## config.mk

```make
export PLATFORM = sky130hd
export DESIGN_NAME = sfh_ctrl
export DESIGN_NICKNAME = d
export VERILOG_FILES = /design/src/design/sfh_pkg.sv /design/src/design/sfh_ctrl.sv
export VERILOG_INCLUDE_DIRS = /design/src /design/src/design
export SDC_FILE = /design/constraint.sdc
export NUM_CORES = 1
export LEC_CHECK = 0
export BUFFER_PORTS_ARGS = -buffer_cell sky130_fd_sc_hd__buf_2
export CAP_MARGIN = 20
export CORE_AREA = 2 2 73 145
export CTS_CLUSTER_DIAMETER = 200
export CTS_CLUSTER_SIZE = 25
export DETAILED_ROUTE_END_ITERATION = 12
export DIE_AREA = 0 0 75 147
export PLACE_DENSITY = 0.54
export SYNTH_ARGS = -nofsm -noshare
export SYNTH_HDL_FRONTEND = slang
export SYNTH_SLANG_ARGS = --single-unit
```

## constraint.sdc

```tcl
create_clock -name pclk -period 2.2 [get_ports pclk]
set_input_delay 0 -clock pclk [delete_from_list [all_inputs] [get_ports pclk]]
set_output_delay 0 -clock pclk [all_outputs]
set_load 0.03 [all_outputs]
```

## src/design/sfh_params.svh

```systemverilog
// Constants for the serial flash status and pause front end.
// Assumes inclusion by the control module and the bench only.
`ifndef SFH_PARAMS_SVH
`define SFH_PARAMS_SVH
`define SFH_OFF_STATUS 12'h000
`define SFH_OFF_CTRL 12'h004
`define SFH_OFF_STATE 12'h008
`define SFH_OFF_OPER 12'h00c
`define SFH_STATUS_RESET 24'h000000
`define SFH_STATUS_WMASK 24'h607bfc
`define SFH_BUSY_BIT 0
`define SFH_LATCH_BIT 1
`define SFH_LOCKL_BIT 7
`define SFH_LOCKH_BIT 8
`define SFH_WIDE_BIT 9
`define SFH_PSUS_BIT 10
`define SFH_CMP_BIT 14
`define SFH_ESUS_BIT 15
`define SFH_OP_LEN 8'h10
`define SFH_CMD_DUAL_OUT 8'h3b
`define SFH_CMD_DUAL_IO 8'hbb
`define SFH_CMD_QUAD_OUT 8'h6b
`define SFH_CMD_QUAD_IO 8'heb
`endif

```

## src/design/sfh_pkg.sv

```systemverilog
// Types for the serial flash status and pause front end.
// Assumes the params header sits beside it.
package sfh_pkg;
	typedef enum logic [1:0] {
		SFH_WIDTH_ONE = 2'b00,
		SFH_WIDTH_TWO = 2'b01,
		SFH_WIDTH_FOUR = 2'b10
	} sfh_width_t;
	typedef enum logic [2:0] {
		SFH_OP_NONE = 3'b000,
		SFH_OP_WRSTAT = 3'b001,
		SFH_OP_PROG = 3'b010,
		SFH_OP_ERASE = 3'b011,
		SFH_OP_CHIP = 3'b100
	} sfh_op_t;
	typedef struct packed {
		logic [2:0] cs_sync;
		logic [2:0] clk_sync;
		logic [2:0] hold_sync;
		logic [1:0] wp_sync;
		logic armed;
		logic selected;
		logic paused;
		logic [23:0] status;
		logic [7:0] busy_cnt;
		sfh_op_t op;
		sfh_width_t width;
		logic [1:0] lock_strap;
		logic [31:0] prdata;
		logic pready;
		logic pslverr;
		logic [3:0] lane_oe;
		logic standby;
	} sfh_state_t;
endpackage

```

## src/design/sfh_ctrl.sv

```systemverilog
// Status register, select qualification, pause and lane control of a
// serial flash front end, with APB access to the status and command logic.
// Assumes the serial pins come from another clock domain and are
// synchronised here; the array engine is modelled only by a busy counter.
//
// Register access over APB and the address map were decided locally.
`timescale 1ns/1ps
`include "sfh_params.svh"
// Operation
// - Serial clock idle level low or high both accepted, modes 0 and 3.
// - Dual reads turn lanes zero and one bidirectional.
// - Quad reads use four lanes, needing the wide lane enable set.
// - Inputs taken on rising serial clock, outputs changed after falling.
// - After reset, only a select falling edge selects the device.
// - Power-on reset holds all logic in reset and ignores instructions.
// - Standby only when deselected and no internal cycle runs.
// - Pause stops serial traffic only; internal operations continue.
// - Pause starts and ends only while the serial clock is low.
// - While paused, lanes float and clock and input are ignored.
// - Select rising during pause resets interface to standby.
// - Busy flag set throughout program, erase or status write.
// - Latch flag mirrors write latch; clear latch refuses writes.
// - Block protect bits writable only outside hardware protection.
// - Chip erase only with low protect bits matching complement flag.
// - Lock mode 00 software; 01 blocks writes while protect pin low.
// - Lock mode 10 blocks writes until power cycle, which returns 00.
// - Lock mode 11 rejects every status write permanently; here reset returns it to 00.
// - Wide lane enable defaults 0; set makes protect and pause lanes.
// - OTP lock bits default 0, set individually, never clear; here reset clears them.
// - Two drive strength bits select output strength, four settings.
// - Suspend sets the suspended flags; resume or reset clears them; here 75 sets only the erase one.
// - Complement flag inverts the protected region.
// - Program or erase into a protected region is silently ignored.
module sfh_ctrl import sfh_pkg::*; (
	input wire logic pclk,
	input wire logic presetn,
	input wire logic psel,
	input wire logic penable,
	input wire logic pwrite,
	input wire logic [11:0] paddr,
	input wire logic [31:0] pwdata,
	output logic [31:0] prdata,
	output logic pready,
	output logic pslverr,
	input wire logic cs_n_pin,
	input wire logic sclk_pin,
	input wire logic protect_n_pin,
	input wire logic pause_n_pin,
	output logic [3:0] lane_oe,
	output logic [23:0] status_out,
	output logic standby
);
	sfh_state_t st_r, st_nxt;
	// --------------------------------------------------------------
	// Next state
	// --------------------------------------------------------------
	logic [23:0] st, wmask, wval;
	logic cs_fall, cs_rise, clk_low, pause_in, protect_in, wr, rd;
	logic busy, lock_ok, prot_sel, chip_ok, any_prot;
	always_comb begin
		st_nxt = st_r;
		st = st_r.status;
		// The second stage feeds level logic; third stage holds the past level for edge detection
		st_nxt.cs_sync = {st_r.cs_sync[1:0], cs_n_pin};
		st_nxt.clk_sync = {st_r.clk_sync[1:0], sclk_pin};
		st_nxt.hold_sync = {st_r.hold_sync[1:0], pause_n_pin};
		st_nxt.wp_sync = {st_r.wp_sync[0], protect_n_pin};
		cs_fall = st_r.cs_sync[2] && !st_r.cs_sync[1];
		cs_rise = !st_r.cs_sync[2] && st_r.cs_sync[1];
		clk_low = !st_r.clk_sync[1];
		pause_in = !st_r.hold_sync[1] && !st[`SFH_WIDE_BIT];
		protect_in = st_r.wp_sync[1] || st[`SFH_WIDE_BIT];
		busy = st_r.op != SFH_OP_NONE;
		wr = psel && penable && pwrite;
		rd = psel && penable && !pwrite;
		// Select waits for an edge, a low level alone never selects
		if (st_r.cs_sync[1]) begin
			st_nxt.armed = 1'b1;
		end
		if (cs_fall && st_r.armed) begin
			st_nxt.selected = 1'b1;
		end
		if (st_r.cs_sync[1]) begin
			st_nxt.selected = 1'b0;
			st_nxt.paused = 1'b0;
			st_nxt.width = SFH_WIDTH_ONE;
		end
		// Pause changes state only with the serial clock low
		if (st_r.selected && !st_r.cs_sync[1] && clk_low) begin
			st_nxt.paused = pause_in;
		end
		// Lock check: software, hardware, lockdown and permanent modes
		unique case ({st[`SFH_LOCKH_BIT], st[`SFH_LOCKL_BIT]})
			2'b00: lock_ok = st[`SFH_LATCH_BIT];
			2'b01: lock_ok = st[`SFH_LATCH_BIT] && protect_in;
			2'b10: lock_ok = 1'b0;
			2'b11: lock_ok = 1'b0;
		endcase
		// Chip erase allowed only when low protect bits agree with complement
		chip_ok = (st[4:2] == 3'b000 && !st[`SFH_CMP_BIT]) ||
			(st[4:2] == 3'b111 && st[`SFH_CMP_BIT]);
		// Any protected portion; complement swaps it
		any_prot = (st[6:2] != 5'b00000) && !(st[6] && st[4:2] == 3'b000);
		prot_sel = any_prot ^ st[`SFH_CMP_BIT];
		wmask = `SFH_STATUS_WMASK;
		// Hardware protection also freezes the protect bits
		if (!lock_ok) begin
			wmask = 24'h000000;
		end
		// OTP bits only accumulate set values
		wval = (pwdata[23:0] & wmask) | (st & ~wmask) | (st & 24'h003800);
		st_nxt.pready = psel && !penable ? 1'b1 : 1'b0;
		st_nxt.pslverr = 1'b0;
		st_nxt.prdata = 32'h00000000;
		if (psel && !penable) begin
			unique case (paddr)
				`SFH_OFF_STATUS: st_nxt.prdata = {8'h00, st};
				`SFH_OFF_CTRL: st_nxt.prdata = {30'h0, st_r.width};
				`SFH_OFF_STATE: st_nxt.prdata = {27'h0, st_r.standby, busy,
					st_r.paused, st_r.selected, st_r.armed};
				`SFH_OFF_OPER: st_nxt.prdata = {29'h0, st_r.op};
				default: st_nxt.pslverr = 1'b1;
			endcase
		end
		if (wr && st_r.pready && !busy) begin
			unique case (paddr)
				// Status write is refused unless latch and lock allow
				`SFH_OFF_STATUS: if (lock_ok) begin
					st_nxt.status = wval & 24'h60fffc;
					st_nxt.status[`SFH_LATCH_BIT] = 1'b0;
					st_nxt.op = SFH_OP_WRSTAT;
				end
				// Command byte: 06 set latch, 04 clear latch, lane width picks
				`SFH_OFF_CTRL: begin
					unique case (pwdata[7:0])
						8'h06: st_nxt.status[`SFH_LATCH_BIT] = 1'b1;
						8'h04: st_nxt.status[`SFH_LATCH_BIT] = 1'b0;
						`SFH_CMD_DUAL_OUT, `SFH_CMD_DUAL_IO:
							if (st_r.selected) st_nxt.width = SFH_WIDTH_TWO;
						`SFH_CMD_QUAD_OUT, `SFH_CMD_QUAD_IO:
							if (st_r.selected && st[`SFH_WIDE_BIT])
								st_nxt.width = SFH_WIDTH_FOUR;
						8'h75: begin
							st_nxt.status[`SFH_ESUS_BIT] = 1'b1;
						end
						8'h7a, 8'h66: begin
							st_nxt.status[`SFH_ESUS_BIT] = 1'b0;
							st_nxt.status[`SFH_PSUS_BIT] = 1'b0;
						end
						default: ;
					endcase
				end
				// Program 1, erase 2, chip erase 3; bit 8 marks protected target
				`SFH_OFF_OPER: if (st[`SFH_LATCH_BIT]) begin
					if (pwdata[1:0] == 2'b11 && chip_ok) begin
						st_nxt.op = SFH_OP_CHIP;
					end else if (pwdata[1:0] != 2'b00 && pwdata[1:0] != 2'b11 &&
						!(pwdata[8] && prot_sel)) begin
						st_nxt.op = pwdata[0] ? SFH_OP_PROG : SFH_OP_ERASE;
					end
					st_nxt.status[`SFH_LATCH_BIT] = 1'b0;
				end
				default: ;
			endcase
		end
		// Internal cycle runs on regardless of pause or select
		if (busy) begin
			st_nxt.busy_cnt = st_r.busy_cnt + 8'h01;
			if (st_r.busy_cnt == `SFH_OP_LEN) begin
				st_nxt.op = SFH_OP_NONE;
				st_nxt.busy_cnt = 8'h00;
			end
		end
		st_nxt.status[`SFH_BUSY_BIT] = st_nxt.op != SFH_OP_NONE;
		// Lanes float while paused or deselected; drive after falling edge
		st_nxt.lane_oe = 4'h0;
		if (st_r.selected && !st_r.paused && st_r.clk_sync[2] && clk_low) begin
			unique case (st_r.width)
				SFH_WIDTH_ONE: st_nxt.lane_oe = 4'h2;
				SFH_WIDTH_TWO: st_nxt.lane_oe = 4'h3;
				SFH_WIDTH_FOUR: st_nxt.lane_oe = 4'hf;
				default: st_nxt.lane_oe = 4'h0;
			endcase
		end else if (st_r.selected && !st_r.paused) begin
			st_nxt.lane_oe = st_r.lane_oe;
		end
		if (st_r.paused) begin
			st_nxt.lane_oe = 4'h0;
		end
		st_nxt.standby = !st_nxt.selected && st_nxt.op == SFH_OP_NONE;
	end
	// --------------------------------------------------------------
	// State register; reset takes constants only
	// --------------------------------------------------------------
	always_ff @(posedge pclk or negedge presetn) begin
		if (!presetn) begin
			st_r <= '0;
			// Start low so a select held low through reset never looks like an edge
			st_r.cs_sync <= 3'b000;
			st_r.clk_sync <= 3'b000;
			st_r.hold_sync <= 3'b111;
			st_r.wp_sync <= 2'b11;
			st_r.status <= `SFH_STATUS_RESET;
			st_r.standby <= 1'b1;
		end else begin
			st_r <= st_nxt;
		end
	end
	assign prdata = st_r.prdata;
	assign pready = st_r.pready;
	assign pslverr = st_r.pslverr;
	assign lane_oe = st_r.lane_oe;
	assign status_out = st_r.status;
	assign standby = st_r.standby;
endmodule

```

Word level (Yosys, flattened, before mapping)
Index checks and enable logic that the tools add are counted.

Multiplexer cells: 35. Eq/ne operators: 26. Shift-type cells: 0. Div/mod/pow operators: 0. Order comparisons: 0. $add $sub $neg: 1. Bitwise operators: 6. Reductions and logical operators: 58. $mul: 0.

Operator list (number): one-hot mux 23 bit (4 select lines) (1); bitwise AND 23 bit (2); two-way mux 23 bit (2); == test 8 x 7 -> 1 bit (second input constant) (4); == test 12 x 4 -> 1 bit (second input constant) (2); logical AND 1 bit (24); NOT 23 bit (1); OR 23 x 14 -> 23 bit (1); OR 23 bit (1); == test 8 x 3 -> 1 bit (second input constant) (2); == test 8 bit (second input constant) (2); two-way mux 16 bit (1); two-way mux 3 bit (5); == test 12 x 3 -> 1 bit (second input constant) (1); zero test 12 bit (1); two-way mux 4 bit (3); one-hot mux 4 bit (3 select lines) (1); AND reduction 4 bit (3); zero test 1 bit (11); two-way mux 11 bit (1); two-way mux 2 bit (5); nonzero test 3 bit (3); adder 8 x 1 -> 8 bit (second input constant) (1); == test 2 bit (second input constant) (4); 23 further kinds (44).

Bits of input ports: 53. Memories: 0. RAM bits: 0. ROM bits: 0. Register bits: 83. Bits in latches: 0. Output and inout bits: 63. Logic and storage cells: 146.

Depth between registers and ports, before layout
Depth after elaboration: 17. Mapped depth: 7. Gate-level depth less buffers: 7.

Least setup slack after synthesis
Ideal clock, no wire load.

Kind: register to register. From: register st_r[82] (netlist bit). To: register (tool-made name). Cell stages (with the launch flop): 7. Buffers on the path: 1. Setup slack: 413 ps. Library setup time: 117 ps. Data required time: 2083 ps. Clock period less this slack: 1787 ps. Data arrival time: 1670 ps. Path through: dfstp_2 -> nor2_1 -> a2111o_1 -> or4_4 -> buf_6 -> nand2_1 -> nand2_1.

RTL lines: from (decl) (line sfh_ctrl.sv:53) `sfh_state_t st_r, st_nxt;`; from (signal assigned) (line sfh_ctrl.sv:206) `st_r <= st_nxt;`.

==> flow_summary.yaml <==
detailed_routing:
  avgRoutedWirePerCell_um: 13.5
  ant_nets: 0
  vias_per_cell: 4.39
  firstDrtPassIters: 5
  wirelength_um: 7170
  vias: 2325
  drtIter0Drc: 109
  drc: 0
power:
  switchingPower_w: 0.000655
  comb_power_share: 0.074
  power.leakage_nw: 2.15
  power_density_nw_per_um2: 737
  vdd_ir_drop_max_mv: 0.376
  power_frac_clock: 0.515
  switching_share: 0.217
  pwr-share-seq: 0.412
  p_int_w: 0.00237
clock_tree:
  ctsResizeCount: 0
  cts_tree: "yes"
  numCtsBuffers: 9
  cts_buffer_depth: 2
  cts.clk_slew.worst_paths_ns: 0.05
  cts_hold_buf: 19
  cts_setup_buffers: 0
  cts_max_level: 3
  clkLatencyLatePin_ns: 0.33
  root_buffer: "clkbuf_16"
  clock_sinks: 66
global_route:
  overflow: 0
  grt_pass1_vias: 2266
  grt.total_usage: 0.138
  grt_pass1_wl_um: 11300
  grt_start_max_net_pins: 67
  antenna_found_initial: 0
logic_synthesis:
  netlist-cell-type-count: 54
  synth_seq_area_share: 0.487
  avgSynthCellArea_um2: 10.5
  yosys_register_bits: 66
  synth_top_area_share: 0.448
  synth-async-reset-ratio: 1.00
  yosys-top-cells-area: "dfrtp_1 45%, buf_4 13%, nand2_1 4.2%"
  synth_common_cells: "61 x dfrtp_1, 60 x buf_4, 38 x nand2_1"
  netlist_instances: 323
  synth-main-ff-cell: "dfrtp_1"
  yosysWarnings: 0
  synth_edf_count: 0
  syn_area_um2: 3410
  post-synth-top-count-cell: "dfrtp_1"
  synth_area_leader_cell: "dfrtp_1"
placed_design:
  dp_cells: 495
  place_hpwl_um: 5080
  gp_congestion: 0.730
  post_dp_cell_area_um2: 3590
  numPortBuffers: 77
worst_hold_path:
  holdCritPathClass: "in2reg"
critical_path:
  path_cells: "nor2_1, a2111o_1, or4_4, nand2_1, nand2_1"
  path_max_fanout: 10
  cp_slowest_cell: "or4_4"
  path_buf_inv: 0
  crit_family: "simple AND/OR/NAND/NOR gates"
  cp.required_ns: 2.42
  crit_type: "reg2reg"
  worstSetupStartpointType: "register"
  cpMostUsedCell: "nand2_1"
  end_kind: "register"
  cp_slowest_stage_delay_ns: 0.54
  arrival_ns: 2.09
floorplan:
  dieArea_um2: 11000
  io_pins: 116
  rows: 52
  initial_core_util: 0.342
  fp.coreArea_um2: 9950
  die_x_um: 75
  die_y_um: 147
sta:
  finClkSkew_ns: 0.00337
  tns_ns: 0
  post-route-period-util: 0.850
  rsz0062_at_grt: "no"
  hold_viol: 0
  setup_viol: 0
  max_freq_ghz: 0.535
  drv_slew: 0
  finalCriticalPeriod_ns: 1.87
flow_run:
  drv_cap: 0
final_layout:
  multi_input_area_um2: 1280
  fin_area_um2: 4100
  diodes: 0
  area_growth_pct: 20.4
  regArea_um2: 1660
  instances_no_fill: 530
  fillers: 970
  layout.nets: 451
  drive_above_1_share: 0.301
outcome:
  outcome: "completed"
cells in the final DEF, fill, tap and decap left out, drive strengths merged, types with 10 or more instances in the layout:
| master | synthesis | final |
|---|---|---|
| a21oi | 10 | 10 |
| and2 | 13 | 13 |
| buf | 65 | 82 |
| clkbuf | 1 | 14 |
| conb | 1 | 22 |
| dfrtp | 61 | 61 |
| dlygate4sd3 | 0 | 19 |
| inv | 12 | 12 |
| nand2 | 38 | 38 |
| nor2 | 22 | 22 |
metal layers:
| layer | part of all wire | vias up | GRT usage |
|---|---|---|---|
| li1 | - | 1149 | - |
| met1 | 0.45 | 1090 | 0.182 |
| met2 | 0.48 | 77 | 0.209 |
| met3 | 0.056 | 9 | 0.0309 |
| met4 | 0.020 | 0 | 0.0696 |
| met5 | 0 | - | 0 |
kinds of logic (layout without fill, tap and decap cells):
logic type	after synthesis	count (layout)	share of synthesized area
mux	6	6	0.0257
buf+inv	78	129	0.161
fa+ha+maj	8	8	0.0294
xor+xnor	4	4	0.0103
flops	66	66	0.487
compound gates	36	36	0.0720
simple gates	124	124	0.214
other cells	1	22	0.00110
final cells by class:
cell class | count | area share
sequential | 66 | 0.404
clock buffer | 14 | 0.0644
clock inverter | 2 | 0.0146
multi-input combinational | 200 | 0.312
tap | 135 | 0.0412
inverter | 12 | 0.0110
timing repair buffer | 101 | 0.153
power groups by stage:
stage	clock (W)	combinational, W	sequential, W
2_1_floorplan	0	0.000134	0.00127
3_3_place_gp	0	0.000196	0.00127
3_5_place_dp	0	0.000199	0.00127
4_1_cts	0.00159	0.000226	0.00124
5_1_grt	0.00163	0.000244	0.00125
6_report	0.00155	0.000222	0.00124
final timing paths:
path | startpoint | end | slack, ns | cells after the start
max | st_r[82] | register | 0.33 | 5
min | pwdata[0] | st_r[43] | 0.05 | 4
max reg2reg | st_r[82] | register | 0.33 | 5
min reg2reg | st_nxt[87] | st_nxt[88] | 0.35 | 0
max in group asynchronous | presetn | standby | 1.64 | 3
min in group asynchronous | presetn | prdata[12] | 0.21 | 3
worst register-to-register path, stage by stage, from the launching register on:
cell and delay, ns:
dfstp_2 0.51, nor2_1 0.05, a2111o_1 0.51, or4_4 0.54, nand2_1 0.10, nand2_1 0.05
per-stage QoR:
| step | util | power, W | hold WS, ns | worst slack (ns) |
|---|---|---|---|---|
| floorplan | - | 0.00140 | -0.296 | 0.413 |
| global placement | 0.360 | 0.00146 | 0.0493 | 0.337 |
| detailed placement | 0.360 | 0.00146 | 0.0525 | 0.350 |
| CTS | 0.412 | 0.00306 | 0.0417 | 0.326 |
| global route | 0.412 | 0.00312 | 0.0991 | 0.249 |
| finish | 0.412 | 0.00302 | 0.0524 | 0.330 |
(Power assumes the default switching activity.)
